===== config.mk =====
export PLATFORM = sky130hd
export DESIGN_NAME = trcc_regs
export DESIGN_NICKNAME = d
export VERILOG_FILES = /design/src/design/trcc_pkg.sv /design/src/design/trcc_code_mux.sv /design/src/design/trcc_region_sel.sv /design/src/design/trcc_regs.sv
export VERILOG_INCLUDE_DIRS = /design/src /design/src/design
export SDC_FILE = /design/constraint.sdc
export NUM_CORES = 1
export LEC_CHECK = 0
export BUFFER_PORTS_ARGS = -buffer_cell sky130_fd_sc_hd__buf_2
export CAP_MARGIN = 20
export CORE_ASPECT_RATIO = 1.4
export CORE_MARGIN = 10
export CORE_UTILIZATION = 45
export DETAILED_ROUTE_END_ITERATION = 12
export GPL_ROUTABILITY_DRIVEN = 0
export PLACE_DENSITY_LB_ADDON = 0.12
export SYNTH_ARGS = -nofsm -noshare
export SYNTH_HDL_FRONTEND = slang
export SYNTH_SLANG_ARGS = --single-unit

===== constraint.sdc =====
create_clock -name clock -period 6.05 [get_ports clock]
set_input_delay 1.21 -clock clock [delete_from_list [all_inputs] [get_ports clock]]
set_output_delay 1.21 -clock clock [all_outputs]
set_load 0.1 [all_outputs]

===== src/design/trcc_cfg.svh =====
// Command codes, field positions, reset values and latencies of the region bank.
`ifndef TRCC_CFG_SVH
`define TRCC_CFG_SVH

// Command codes of the bank on the management port.
`define TRCC_CMD_BOUND3 8'h21
`define TRCC_CMD_BOUND4 8'h22
`define TRCC_CMD_BOUND5 8'h23
`define TRCC_CMD_BOUND6 8'h24
`define TRCC_CMD_VWARM 8'h25
`define TRCC_CMD_VMID 8'h26
`define TRCC_CMD_IWARM 8'h27
`define TRCC_CMD_CFG 8'h29

// Reset values.
`define TRCC_RST_BOUND3 16'h1F22
`define TRCC_RST_BOUND4 16'h1BC8
`define TRCC_RST_BOUND5 16'h18B5
`define TRCC_RST_BOUND6 16'h136A
`define TRCC_RST_VWARM 10'h067
`define TRCC_RST_VMID 15'h1DEF
`define TRCC_RST_IWARM 10'h1EF
`define TRCC_RST_CFG 3'h1

// Field positions: low bit of each packed five-bit code, and the enable bit of the config register.
`define TRCC_FLD_LO 0
`define TRCC_FLD_HI 5
`define TRCC_FLD_TOP 10
`define TRCC_CFG_EN_BIT 0

// Cycles from a register write or a new reading to the applied codes.
`define TRCC_APPLY_LATENCY 2

`endif


===== src/design/trcc_pkg.sv =====
// Types shared by the temperature-region charge configuration block.
`default_nettype none
package trcc_pkg;

	// One access from the management port front end.
	typedef struct packed {
		logic wr;
		logic rd;
		logic [7:0] cmd;
		logic [15:0] wdata;
	} trcc_req_s;

	// Answer to an access.
	typedef struct packed {
		logic ack;
		logic known;
		logic [15:0] rdata;
	} trcc_rsp_s;

	// Temperature regions, Gray coded from cold to hot.
	typedef enum logic [2:0] {
		TRCC_R1 = 3'h0,
		TRCC_R2 = 3'h1,
		TRCC_R3 = 3'h3,
		TRCC_R4 = 3'h2,
		TRCC_R5 = 3'h6,
		TRCC_R6 = 3'h7,
		TRCC_R7 = 3'h5
	} trcc_region_e;

	// Six boundaries, coldest first.
	typedef struct packed {
		logic signed [15:0] t1;
		logic signed [15:0] t2;
		logic signed [15:0] t3;
		logic signed [15:0] t4;
		logic signed [15:0] t5;
		logic signed [15:0] t6;
	} trcc_bounds_s;

	// Regional voltage and current codes.
	typedef struct packed {
		logic [4:0] v2;
		logic [4:0] v3;
		logic [4:0] v4;
		logic [4:0] v5;
		logic [4:0] v6;
		logic [4:0] i2;
		logic [4:0] i3;
		logic [4:0] i4;
		logic [4:0] i5;
		logic [4:0] i6;
	} trcc_codes_s;

	// Codes handed to the charger servo loops.
	typedef struct packed {
		logic [4:0] vcode;
		logic [4:0] icode;
		logic subst;
	} trcc_applied_s;

endpackage
`default_nettype wire


===== src/design/trcc_code_mux.sv =====
// Chooses the charge voltage and current codes for the active region.
`default_nettype none
module trcc_code_mux (
	input wire logic clock,
	input wire logic nrst,
	input wire logic enable,
	input wire logic [2:0] region,
	input wire trcc_pkg::trcc_codes_s codes,
	input wire logic [4:0] base_vcode,
	input wire logic [4:0] base_icode,
	input wire logic thermal_active,
	input wire logic [4:0] thermal_icode,
	output trcc_pkg::trcc_applied_s applied
);

	typedef struct packed {
		trcc_pkg::trcc_applied_s applied;
	} trcc_mux_state_s;

	trcc_mux_state_s state_q;
	trcc_mux_state_s state_d;
	logic [4:0] reg_v;
	logic [4:0] reg_i;
	logic in_table;
	logic [4:0] cur;

	// Lower of two current codes; thermal regulation may only reduce current.
	function automatic logic [4:0] trcc_min5(input logic [4:0] a,
		input logic [4:0] b);
		trcc_min5 = (a < b) ? a : b;
	endfunction

	// Regions 1 and 7 carry no regional code; the charger's own
	// temperature fault logic decides what happens there.
	always_comb begin
		reg_v = base_vcode;
		reg_i = base_icode;
		in_table = 1'b1;
		unique case (trcc_pkg::trcc_region_e'(region))
			trcc_pkg::TRCC_R2: begin
				reg_v = codes.v2;
				reg_i = codes.i2;
			end
			trcc_pkg::TRCC_R3: begin
				reg_v = codes.v3;
				reg_i = codes.i3;
			end
			trcc_pkg::TRCC_R4: begin
				reg_v = codes.v4;
				reg_i = codes.i4;
			end
			trcc_pkg::TRCC_R5: begin
				reg_v = codes.v5;
				reg_i = codes.i5;
			end
			trcc_pkg::TRCC_R6: begin
				reg_v = codes.v6;
				reg_i = codes.i6;
			end
			default: begin
				in_table = 1'b0;
			end
		endcase
	end

	// Substitute only while enabled; otherwise base voltage passes through and base current, capped by thermal_icode while thermal_active.
	always_comb begin
		state_d = state_q;
		state_d.applied.subst = enable && in_table;
		state_d.applied.vcode = state_d.applied.subst ? reg_v :
			base_vcode;
		cur = state_d.applied.subst ? reg_i : base_icode;
		state_d.applied.icode = thermal_active ?
			trcc_min5(cur, thermal_icode) : cur;
	end

	// Codes are registered so the servo DACs see glitch-free steps.
	always_ff @(posedge clock) begin
		if (!nrst) begin
			state_q <= '0;
		end else begin
			state_q <= state_d;
		end
	end

	assign applied = state_q.applied;

endmodule
`default_nettype wire


===== src/design/trcc_region_sel.sv =====
// Classifies the thermistor reading into one of seven temperature regions.
`default_nettype none
module trcc_region_sel #(
	parameter int READING_W = 16
) (
	input wire logic clock,
	input wire logic nrst,
	input wire logic signed [READING_W-1:0] reading,
	input wire trcc_pkg::trcc_bounds_s bounds,
	output logic [2:0] region
);

	typedef struct packed {
		trcc_pkg::trcc_region_e region;
	} trcc_rsel_state_s;

	trcc_rsel_state_s state_q;
	trcc_rsel_state_s state_d;

	generate
		if (READING_W != 16) begin : g_bad_width
			$error("trcc_region_sel: reading must be 16 bits wide");
		end
	endgenerate

	// The reading falls as temperature rises, so the colder region is the
	// one whose boundary the reading still exceeds.
	always_comb begin
		state_d = state_q;
		if (reading > bounds.t1) begin
			state_d.region = trcc_pkg::TRCC_R1;
		end else if (reading > bounds.t2) begin
			state_d.region = trcc_pkg::TRCC_R2;
		end else if (reading > bounds.t3) begin
			state_d.region = trcc_pkg::TRCC_R3;
		end else if (reading > bounds.t4) begin
			state_d.region = trcc_pkg::TRCC_R4;
		end else if (reading > bounds.t5) begin
			state_d.region = trcc_pkg::TRCC_R5;
		end else if (reading > bounds.t6) begin
			state_d.region = trcc_pkg::TRCC_R6;
		end else begin
			state_d.region = trcc_pkg::TRCC_R7;
		end
	end

	// Reset lands in region 1, where no regional code is substituted.
	always_ff @(posedge clock) begin
		if (!nrst) begin
			state_q <= '{region: trcc_pkg::TRCC_R1};
		end else begin
			state_q <= state_d;
		end
	end

	assign region = state_q.region;

endmodule
`default_nettype wire


===== src/design/trcc_regs.sv =====
// Register bank and code selection for temperature-qualified charging.
`include "trcc_cfg.svh"
`default_nettype none

// Overview of operation
// - Boundary three at 0x21, signed, reset 7970.
// - Boundary four at 0x22, signed, reset 7112.
// - Boundary five at 0x23, signed, reset 6325.
// - Boundary six at 0x24, signed, reset 4970.
// - Boundaries descend from cold to warm.
// - 0x25 ten bits; region 6 voltage bits 9:5.
// - Region 5 voltage code in bits 4:0.
// - 0x26 packs region 4, 3, 2 voltage codes.
// - Voltage codes share base voltage encoding.
// - 0x27 ten bits; region 6 current bits 9:5.
// - Current codes share base current encoding.
// - Config bit 0 enables regions, resets one.
// - Region 5 current code in bits 4:0.
// - Current follows base unless thermal or region.
module trcc_regs #(
	parameter int READING_W = 16
) (
	input wire logic clock,
	input wire logic nrst,
	input wire trcc_pkg::trcc_req_s reg_req,
	output trcc_pkg::trcc_rsp_s reg_rsp,
	input wire logic signed [READING_W-1:0] thermistor_reading,
	input wire logic signed [15:0] region_boundary_one,
	input wire logic signed [15:0] region_boundary_two,
	input wire logic [14:0] cold_regions_current_codes,
	input wire logic [4:0] base_vcode,
	input wire logic [4:0] base_icode,
	input wire logic thermal_active,
	input wire logic [4:0] thermal_icode,
	output logic [2:0] active_region,
	output logic [2:0] charger_config,
	output logic [4:0] applied_vcode,
	output logic [4:0] applied_icode,
	output logic region_subst
);

	// Whole state of the bank, one flop group.
	typedef struct packed {
		logic signed [15:0] bound3;
		logic signed [15:0] bound4;
		logic signed [15:0] bound5;
		logic signed [15:0] bound6;
		logic [9:0] vwarm;
		logic [14:0] vmid;
		logic [9:0] iwarm;
		logic [2:0] cfg;
		trcc_pkg::trcc_rsp_s rsp;
	} trcc_regs_state_s;

	trcc_regs_state_s state_q;
	trcc_regs_state_s state_d;
	trcc_pkg::trcc_bounds_s bounds;
	trcc_pkg::trcc_codes_s codes;
	trcc_pkg::trcc_applied_s applied;
	logic [2:0] region;

	generate
		if (READING_W != 16) begin : g_bad_width
			$error("trcc_regs: thermistor reading must be 16 bits wide");
		end
	endgenerate

	// Pulls one five-bit code out of a packed code register.
	function automatic logic [4:0] trcc_field(input logic [14:0] word,
		input int lsb);
		logic [14:0] shifted;
		shifted = word >> lsb;
		trcc_field = shifted[4:0];
	endfunction

	// Known command codes of this bank.
	function automatic logic trcc_known(input logic [7:0] cmd);
		trcc_known = 1'b0;
		case (cmd)
			`TRCC_CMD_BOUND3,
			`TRCC_CMD_BOUND4,
			`TRCC_CMD_BOUND5,
			`TRCC_CMD_BOUND6,
			`TRCC_CMD_VWARM,
			`TRCC_CMD_VMID,
			`TRCC_CMD_IWARM,
			`TRCC_CMD_CFG: begin
				trcc_known = 1'b1;
			end
			default: begin
				trcc_known = 1'b0;
			end
		endcase
	endfunction

	// Accesses: a write stores the low field bits only, so upper bits
	// can never be set and always read back as zero. A read in the same
	// cycle as a write returns the value held before the write.
	always_comb begin
		state_d = state_q;
		state_d.rsp.ack = reg_req.wr || reg_req.rd;
		state_d.rsp.known = trcc_known(reg_req.cmd);
		state_d.rsp.rdata = '0;
		if (reg_req.rd) begin
			case (reg_req.cmd)
				`TRCC_CMD_BOUND3: begin
					state_d.rsp.rdata = state_q.bound3;
				end
				`TRCC_CMD_BOUND4: begin
					state_d.rsp.rdata = state_q.bound4;
				end
				`TRCC_CMD_BOUND5: begin
					state_d.rsp.rdata = state_q.bound5;
				end
				`TRCC_CMD_BOUND6: begin
					state_d.rsp.rdata = state_q.bound6;
				end
				`TRCC_CMD_VWARM: begin
					state_d.rsp.rdata = {6'h00, state_q.vwarm};
				end
				`TRCC_CMD_VMID: begin
					state_d.rsp.rdata = {1'h0, state_q.vmid};
				end
				`TRCC_CMD_IWARM: begin
					state_d.rsp.rdata = {6'h00, state_q.iwarm};
				end
				`TRCC_CMD_CFG: begin
					state_d.rsp.rdata = {13'h0000, state_q.cfg};
				end
				default: begin
					state_d.rsp.rdata = '0;
				end
			endcase
		end
		if (reg_req.wr) begin
			case (reg_req.cmd)
				`TRCC_CMD_BOUND3: begin
					state_d.bound3 = reg_req.wdata;
				end
				`TRCC_CMD_BOUND4: begin
					state_d.bound4 = reg_req.wdata;
				end
				`TRCC_CMD_BOUND5: begin
					state_d.bound5 = reg_req.wdata;
				end
				`TRCC_CMD_BOUND6: begin
					state_d.bound6 = reg_req.wdata;
				end
				`TRCC_CMD_VWARM: begin
					state_d.vwarm = reg_req.wdata[9:0];
				end
				`TRCC_CMD_VMID: begin
					state_d.vmid = reg_req.wdata[14:0];
				end
				`TRCC_CMD_IWARM: begin
					state_d.iwarm = reg_req.wdata[9:0];
				end
				`TRCC_CMD_CFG: begin
					state_d.cfg = reg_req.wdata[2:0];
				end
				default: begin
					state_d.cfg = state_q.cfg;
				end
			endcase
		end
	end

	// Synchronous reset loads the documented defaults.
	always_ff @(posedge clock) begin
		if (!nrst) begin
			state_q.bound3 <= `TRCC_RST_BOUND3;
			state_q.bound4 <= `TRCC_RST_BOUND4;
			state_q.bound5 <= `TRCC_RST_BOUND5;
			state_q.bound6 <= `TRCC_RST_BOUND6;
			state_q.vwarm <= `TRCC_RST_VWARM;
			state_q.vmid <= `TRCC_RST_VMID;
			state_q.iwarm <= `TRCC_RST_IWARM;
			state_q.cfg <= `TRCC_RST_CFG;
			state_q.rsp <= '0;
		end else begin
			state_q <= state_d;
		end
	end

	// Boundaries are used as programmed; the bank does not reorder them,
	// so software must keep them descending or regions will be skipped.
	always_comb begin
		bounds.t1 = region_boundary_one;
		bounds.t2 = region_boundary_two;
		bounds.t3 = state_q.bound3;
		bounds.t4 = state_q.bound4;
		bounds.t5 = state_q.bound5;
		bounds.t6 = state_q.bound6;
	end

	// Unpack the regional codes. The codes keep the base encodings, so
	// they are passed to the servo loops without any translation.
	always_comb begin
		codes.v6 = trcc_field({5'h00, state_q.vwarm}, `TRCC_FLD_HI);
		codes.v5 = trcc_field({5'h00, state_q.vwarm}, `TRCC_FLD_LO);
		codes.v4 = trcc_field(state_q.vmid, `TRCC_FLD_TOP);
		codes.v3 = trcc_field(state_q.vmid, `TRCC_FLD_HI);
		codes.v2 = trcc_field(state_q.vmid, `TRCC_FLD_LO);
		codes.i6 = trcc_field({5'h00, state_q.iwarm}, `TRCC_FLD_HI);
		codes.i5 = trcc_field({5'h00, state_q.iwarm}, `TRCC_FLD_LO);
		codes.i4 = trcc_field(cold_regions_current_codes, `TRCC_FLD_TOP);
		codes.i3 = trcc_field(cold_regions_current_codes, `TRCC_FLD_HI);
		codes.i2 = trcc_field(cold_regions_current_codes,
			`TRCC_FLD_LO);
	end

	trcc_region_sel #(
		.READING_W(READING_W)
	) u_region_sel (
		.clock(clock),
		.nrst(nrst),
		.reading(thermistor_reading),
		.bounds(bounds),
		.region(region)
	);

	trcc_code_mux u_code_mux (
		.clock(clock),
		.nrst(nrst),
		.enable(state_q.cfg[`TRCC_CFG_EN_BIT]),
		.region(region),
		.codes(codes),
		.base_vcode(base_vcode),
		.base_icode(base_icode),
		.thermal_active(thermal_active),
		.thermal_icode(thermal_icode),
		.applied(applied)
	);

	// All outputs come straight from flops.
	assign reg_rsp = state_q.rsp;
	assign active_region = region;
	assign charger_config = state_q.cfg;
	assign applied_vcode = applied.vcode;
	assign applied_icode = applied.icode;
	assign region_subst = applied.subst;

endmodule
`default_nettype wire


; Word level (Yosys, flattened, before mapping)
; Cells that the tools add are included.
[totals]
regBits = 134
latchBits = 0
ram_bits = 0
mem_bits_ro = 0
in_bits = 107
output_inout_bits = 35
wordCells = 68
memories = 0
[op_classes]
n_addsub = 0
mul = 0
n_div = 0
n_lt_le_gt_ge = 7
eq_ne = 13
n_shift = 0
muxes = 14
bitwise_logic = 1
n_reduce_logical = 16
[op_table]
columns = cell, count
row1 = $pmux 16 s8, 1
row2 = $gt 16x16->1, 6
row3 = $eq 8x6->1 const B, 8
row4 = $pmux 5 s5, 2
row5 = $mux 5, 4
row6 = $reduce_and 2->1, 9
row7 = $reduce_or 5->1, 2
row8 = $mux 2, 4
row9 = $reduce_or 8->1, 1
row10 = $eq 3x2->1 const B, 2
row11 = $eq 3x3->1 const B, 2
row12 = $lt 5x5->1, 1
row13 = $eq 3x1->1 const B, 1
row14 = $mux 1, 3
row15 = $reduce_or 3->1, 1
row16 = $reduce_or 2->1, 1
row17 = $logic_and 1x1->1, 1
row18 = $logic_or 1x1->1, 1
row19 = $not 1->1, 1

; Depth between registers and ports, before layout
[logic_depth]
word_depth = 8
mapped_depth = 12
mapped_depth_nobuf = 11

; By module
; Synthesis repeated with hierarchy kept, for this count alone.
[unflattened]
cells_unflattened = 1072
area_unflattened_um2 = 8871.0
[modules_own_cells]
columns = mod, instances, cells_per_inst, area_each_um2, seq_area_each_um2
row1 = trcc_regs, 1, 591, 5225.0, 2402.3
row2 = trcc_region_sel, 1, 351, 2568.7, 60.1
row3 = trcc_code_mux, 1, 130, 1077.3, 220.2

; Worst setup path before layout
; OpenSTA, ideal clock, no wires.
[synth_timing]
path_type = register to register
start = register u_region_sel.state_q (netlist bit u_region_sel.region[0])
end = register u_code_mux.state_q (netlist bit u_code_mux.applied[1])
setup_ps = 132
t_arrival_ps = 3322
required_ps = 5918
path_slack_ps = 2596
path_stages_with_launch = 11
path_buffers = 1
synth_period_minus_slack_ps = 3454
cell_sequence = dfxtp_1 -> buf_2 -> mux4_2 -> o21ai_0 -> a21oi_1 -> ha_1 -> a21o_1 -> a21o_1 -> a221o_1 -> nand3_1 -> a21oi_1
[synth_via]
elab_chain_cells = 8
elab_cells_between_ends = 13
cone_classes = order compare (1) / eq/ne (5) / mux (5) / reduce/logical (2)
[synth_lines]
columns = item, line
row1 = "start, declared", trcc_region_sel.sv:17  ; trcc_rsel_state_s state_q;
row2 = "start signal, assigned", trcc_region_sel.sv:50  ; state_q <= '{region: trcc_pkg::TRCC_R1};
row3 = "start signal, assigned", trcc_region_sel.sv:52  ; state_q <= state_d;
row4 = "$eq 3x1->1, or another cell as far along", trcc_code_mux.sv:39  ; unique case (trcc_pkg::trcc_region_e'(region))
row5 = $reduce_or 5->1 (no line), --
row6 = $mux 1, trcc_code_mux.sv:39
row7 = $logic_and 1x1->1, trcc_code_mux.sv:69  ; state_d.applied.subst = enable && in_table;
row8 = $mux 5 (*), trcc_code_mux.sv:72  ; cur = state_d.applied.subst ? reg_i : base_icode;
row9 = $lt 5x5->1, trcc_code_mux.sv:30  ; trcc_min5 = (a < b) ? a : b;
row10 = $mux 5, trcc_code_mux.sv:30
row11 = $mux 5 (*), trcc_code_mux.sv:73  ; state_d.applied.icode = thermal_active ?
row12 = "end signal, assigned", trcc_code_mux.sv:82  ; state_q <= state_d;
row13 = "end, declared", trcc_code_mux.sv:20  ; trcc_mux_state_s state_q;
; Every way passes the cells marked *; elsewhere a longest branch is shown, timed or not.
; A chain may end at the register's enable or synchronous reset.

; Worst setup path in the final report
[layout_timing]
start = input reg_req[20] in the netlist's numbering
end = register state_q (netlist bit codes[43])
[layout_via]
elab_chain_cells = 2
[layout_lines]
columns = item, line
row1 = "start, declared", trcc_regs.sv:25  ; input wire trcc_pkg::trcc_req_s reg_req,
row2 = $eq 8x6->1, trcc_regs.sv:136  ; case (reg_req.cmd)
row3 = $reduce_and 2->1 (no line), --
row4 = "end signal, assigned", trcc_regs.sv:181  ; state_q <= state_d;
row5 = "end, declared", trcc_regs.sv:55  ; trcc_regs_state_s state_q;
; No other way between the ends.

==> impl_metrics.yaml <==
setup_path:
  worstSetupStartpointType: "input pin"
  critical-path-top-delay-family: "simple AND/OR/NAND/NOR gates"
  worst_path_cell_chain: "buf_2 > or4b_1 > nor2_4 > and2_1 > nand3_1 > nand2_1 > nand3_1"
  crit_fanout: 19
  cp.buffers_inverters: 1
  crit_path_max_incr_delay_ps: 740
  setup.worst_path.end_class: "register"
  timing.critical_path.mode_cell: "nand3_1"
  worst-endpoint-required_ps: 6310
  cpMaxStageDelayCell: "nand3_1"
  worst-setup-path-type: "input pin to register"
  worst_path_arrival_time_ps: 3820
synthesis:
  biggest_area_consumer_among_synthesized_cells: "dfxtp_1"
  syn-num-nets: 1256
  synth_warnings: 0
  gate_count_after_technology_mapping: 1049
  synthAdderAreaFrac: 0.150
  syn-mean-instance-area_um2: 7.96
  most_used_flip_flop_cell_after_synthesis: "dfxtp_1"
  yosys.cell_types.count: 61
  synth_compound_gate_area_share: 0.192
  synth.yosys.seq_area_share: 0.321
  flip_flop_and_latch_count_after_synthesis: 134
  synth-async-reset-ratio: 0
  synth_simple_gate_area_frac: 0.200
  netlist_top_cells_area: "dfxtp_1, ha_1, nand2_1"
  synthMuxAreaShare: 0.0583
  synth_enable_flop_cells: 0
  synth_top_family_by_area: "simple AND/OR/NAND/NOR gates"
  synth_xor_xnor_area_share: 0
  yosys.area.top_type_share: 0.321
  synth.cell_area_um2: 8350
sta:
  hold_violations: 0
  finalMaxSlewViolations: 0
  relSlewSlack: 0.315
  timing.final.setup_violations: 0
  timing.clock.skew_ps: 9.84
  rsz0062_at_grt: "no"
  post_route_clock_period_utilization: 0.589
  period_minus_slack_ps: 3560
  top_achievable_clock_speed_mhz: 281
  totalNegativeSetupSlack_ps: 0
  worst_pin_slew_ps: 1020
final_layout:
  final_cell_area_um2: 9720
  fillerInstances: 1770
  post-route-util: 0.536
  commonest_cells_after_routing_fill_and_taps_aside: "nand2_1, buf_2, dfxtp_1"
  diodes_inserted: 0
  share_of_final_layout_standard_cells_stronger_than_drive_strength_1: 0.179
  finalNetCount: 1366
  area_delta_synth_final_pct: 16.3
  finalNonFillerCells: 1412
  layout_commonest_cell: "nand2_1"
drt:
  detail_route.vias_per_cell: 5.63
  route.antenna.remaining_nets: 0
  drt_pre_antenna_iters: 5
  drt-wirelength-per-cell_um: 20.2
  dr_total_vias: 7952
  iteration_0_drc_count_of_the_detailed_router: 526
  drt_drc_violations_left: 0
  route.final.wire_length_um: 28600
power:
  power_frac_clock: 0.448
  swShare: 0.303
  p_int_w: 0.00160
  cellPowerDensity_nw_per_um2: 237
  power.share.combinational: 0.161
  worst_vdd_rail_ir_drop_mv: 0.180
  power_frac_seq: 0.391
  power.net_switching_w: 0.000696
  static-leakage-power_nw: 4.37
global_routing:
  grt_max_degree: 61
  track_usage: 0.229
  grt_first_pass_wirelength_um: 44100
  global_route.overflow_total: 0
  first_global_vias: 7885
  antenna_found_initial: 0
floorplan:
  initial_core_util: 0.460
  chipHeight_um: 181
  io-pin-count: 142
  core.rowCount: 58
  fp.dieW_um: 135
  fp.dieArea_um2: 24500
  core_area_um2: 18100
clock_network:
  cts.root.buffer_cell: "clkbuf_16"
  clk_pin_slew_worst_paths_ps: 60
  ctsLongestPathBuffers: 2
  ctsHtreeMaxLevel: 4
  post_cts_hold_buffer_count: 0
  tritoncts.num_buffers: 17
  cts_setup_buffers: 0
  cts-resized-gates: 0
  cts_tree: "done"
  cts_num_sinks: 134
  clock_latency_ps: 420
flow_run:
  maxCapViolations: 0
place:
  port_buffers: 141
  placed_area_um2: 9130
  detailedPlacementHpwl_um: 21900
  placed_cells_incl_taps: 1379
hold_path:
  hold_path.class: "register to register"
outcome:
  status: "complete, no violations"
## worst min-delay path: cells and delay by family, from the launching register on
kind | cells | cell delay, ps
AO/OA/AOI/OAI | 1 | 50
AND/OR/NAND/NOR | 1 | 50
flip-flops | 1 | 310
## state kept, by name, indices dropped and copies added, names as in the netlist
signal and flops:
bounds 64, charger_config 3, codes 35, reg_rsp 18, u_code_mux.applied 11, u_region_sel.region 3
## metrics by stage
step | setup WS (ps) | power [W] | hold slack (ps)
after floorplan | 2600 | 0.00117 | 432
after global placement | 2130 | 0.00129 | 442
after detailed placement | 2080 | 0.00129 | 447
after CTS | 2440 | 0.00230 | 456
after global routing | 2260 | 0.00238 | 466
final | 2490 | 0.00230 | 458
## final cells by class
class | instances | area (um2) | area share
clock inverters | 14 | 139 | 0.0143
flip-flops and latches | 134 | 2680 | 0.276
inverters | 105 | 394 | 0.0406
multi-input cells | 754 | 5010 | 0.516
repair buffers | 147 | 751 | 0.0773
well taps | 240 | 300 | 0.0309
clock buffers | 18 | 439 | 0.0452
## path summary, 6_finish.rpt
path                                             start               endpoint  slack (ps)  cells after the start
worst max-delay path                       reg_req[20]              codes[43]        2490                      7
worst min-delay path                        bounds[50]             bounds[50]         460                      2
worst max register to register  u_region_sel.region[2]  u_code_mux.applied[1]        2990                     11
worst min register to register              bounds[50]             bounds[50]         460                      2
## cell usage after synthesis, types with 12 or more instances
cell and number:
nand2_1 229, a22o_1 13, inv_1 105, nand4_1 19
a21o_1 14, nand3_1 43, o21ai_0 39, mux4_2 15
ha_1 100, buf_2 20, dfxtp_1 134, a21oi_1 107
nor2_1 28, clkbuf_1 29, o211ai_1 31, a22oi_1 12
## cells by family (layout without fill, tap and decap cells)
logic type               after synthesis  in the layout
adder cells (fa/ha/maj)              100            100
buffers and inverters                161            284
AND/OR/NAND/NOR                      372            372
AO/OA/AOI/OAI                        253            253
multiplexers                          29             29
flip-flops                           134            134
## power groups by stage
stage | Sequential (W) | Clock (W) | Combinational, W
2_1_floorplan | 0.000993 | 0 | 0.000176
3_3_place_gp | 0.000919 | 0 | 0.000366
3_5_place_dp | 0.000919 | 0 | 0.000368
4_1_cts | 0.000900 | 0.00103 | 0.000369
5_1_grt | 0.000900 | 0.00107 | 0.000406
6_report | 0.000900 | 0.00103 | 0.000370
## routing by layer
| metal | GRT usage | part of all wire | vias to the layer above | wire [um] |
|---|---|---|---|---|
| li1 | - | - | 3892 | - |
| met1 | 0.269 | 0.40 | 3697 | 11600 |
| met2 | 0.389 | 0.49 | 305 | 13900 |
| met3 | 0.0441 | 0.066 | 58 | 1890 |
| met4 | 0.105 | 0.044 | 0 | 1250 |
| met5 | 0 | 0 | - | 0 |
Power figures use the tool's default switching activity.
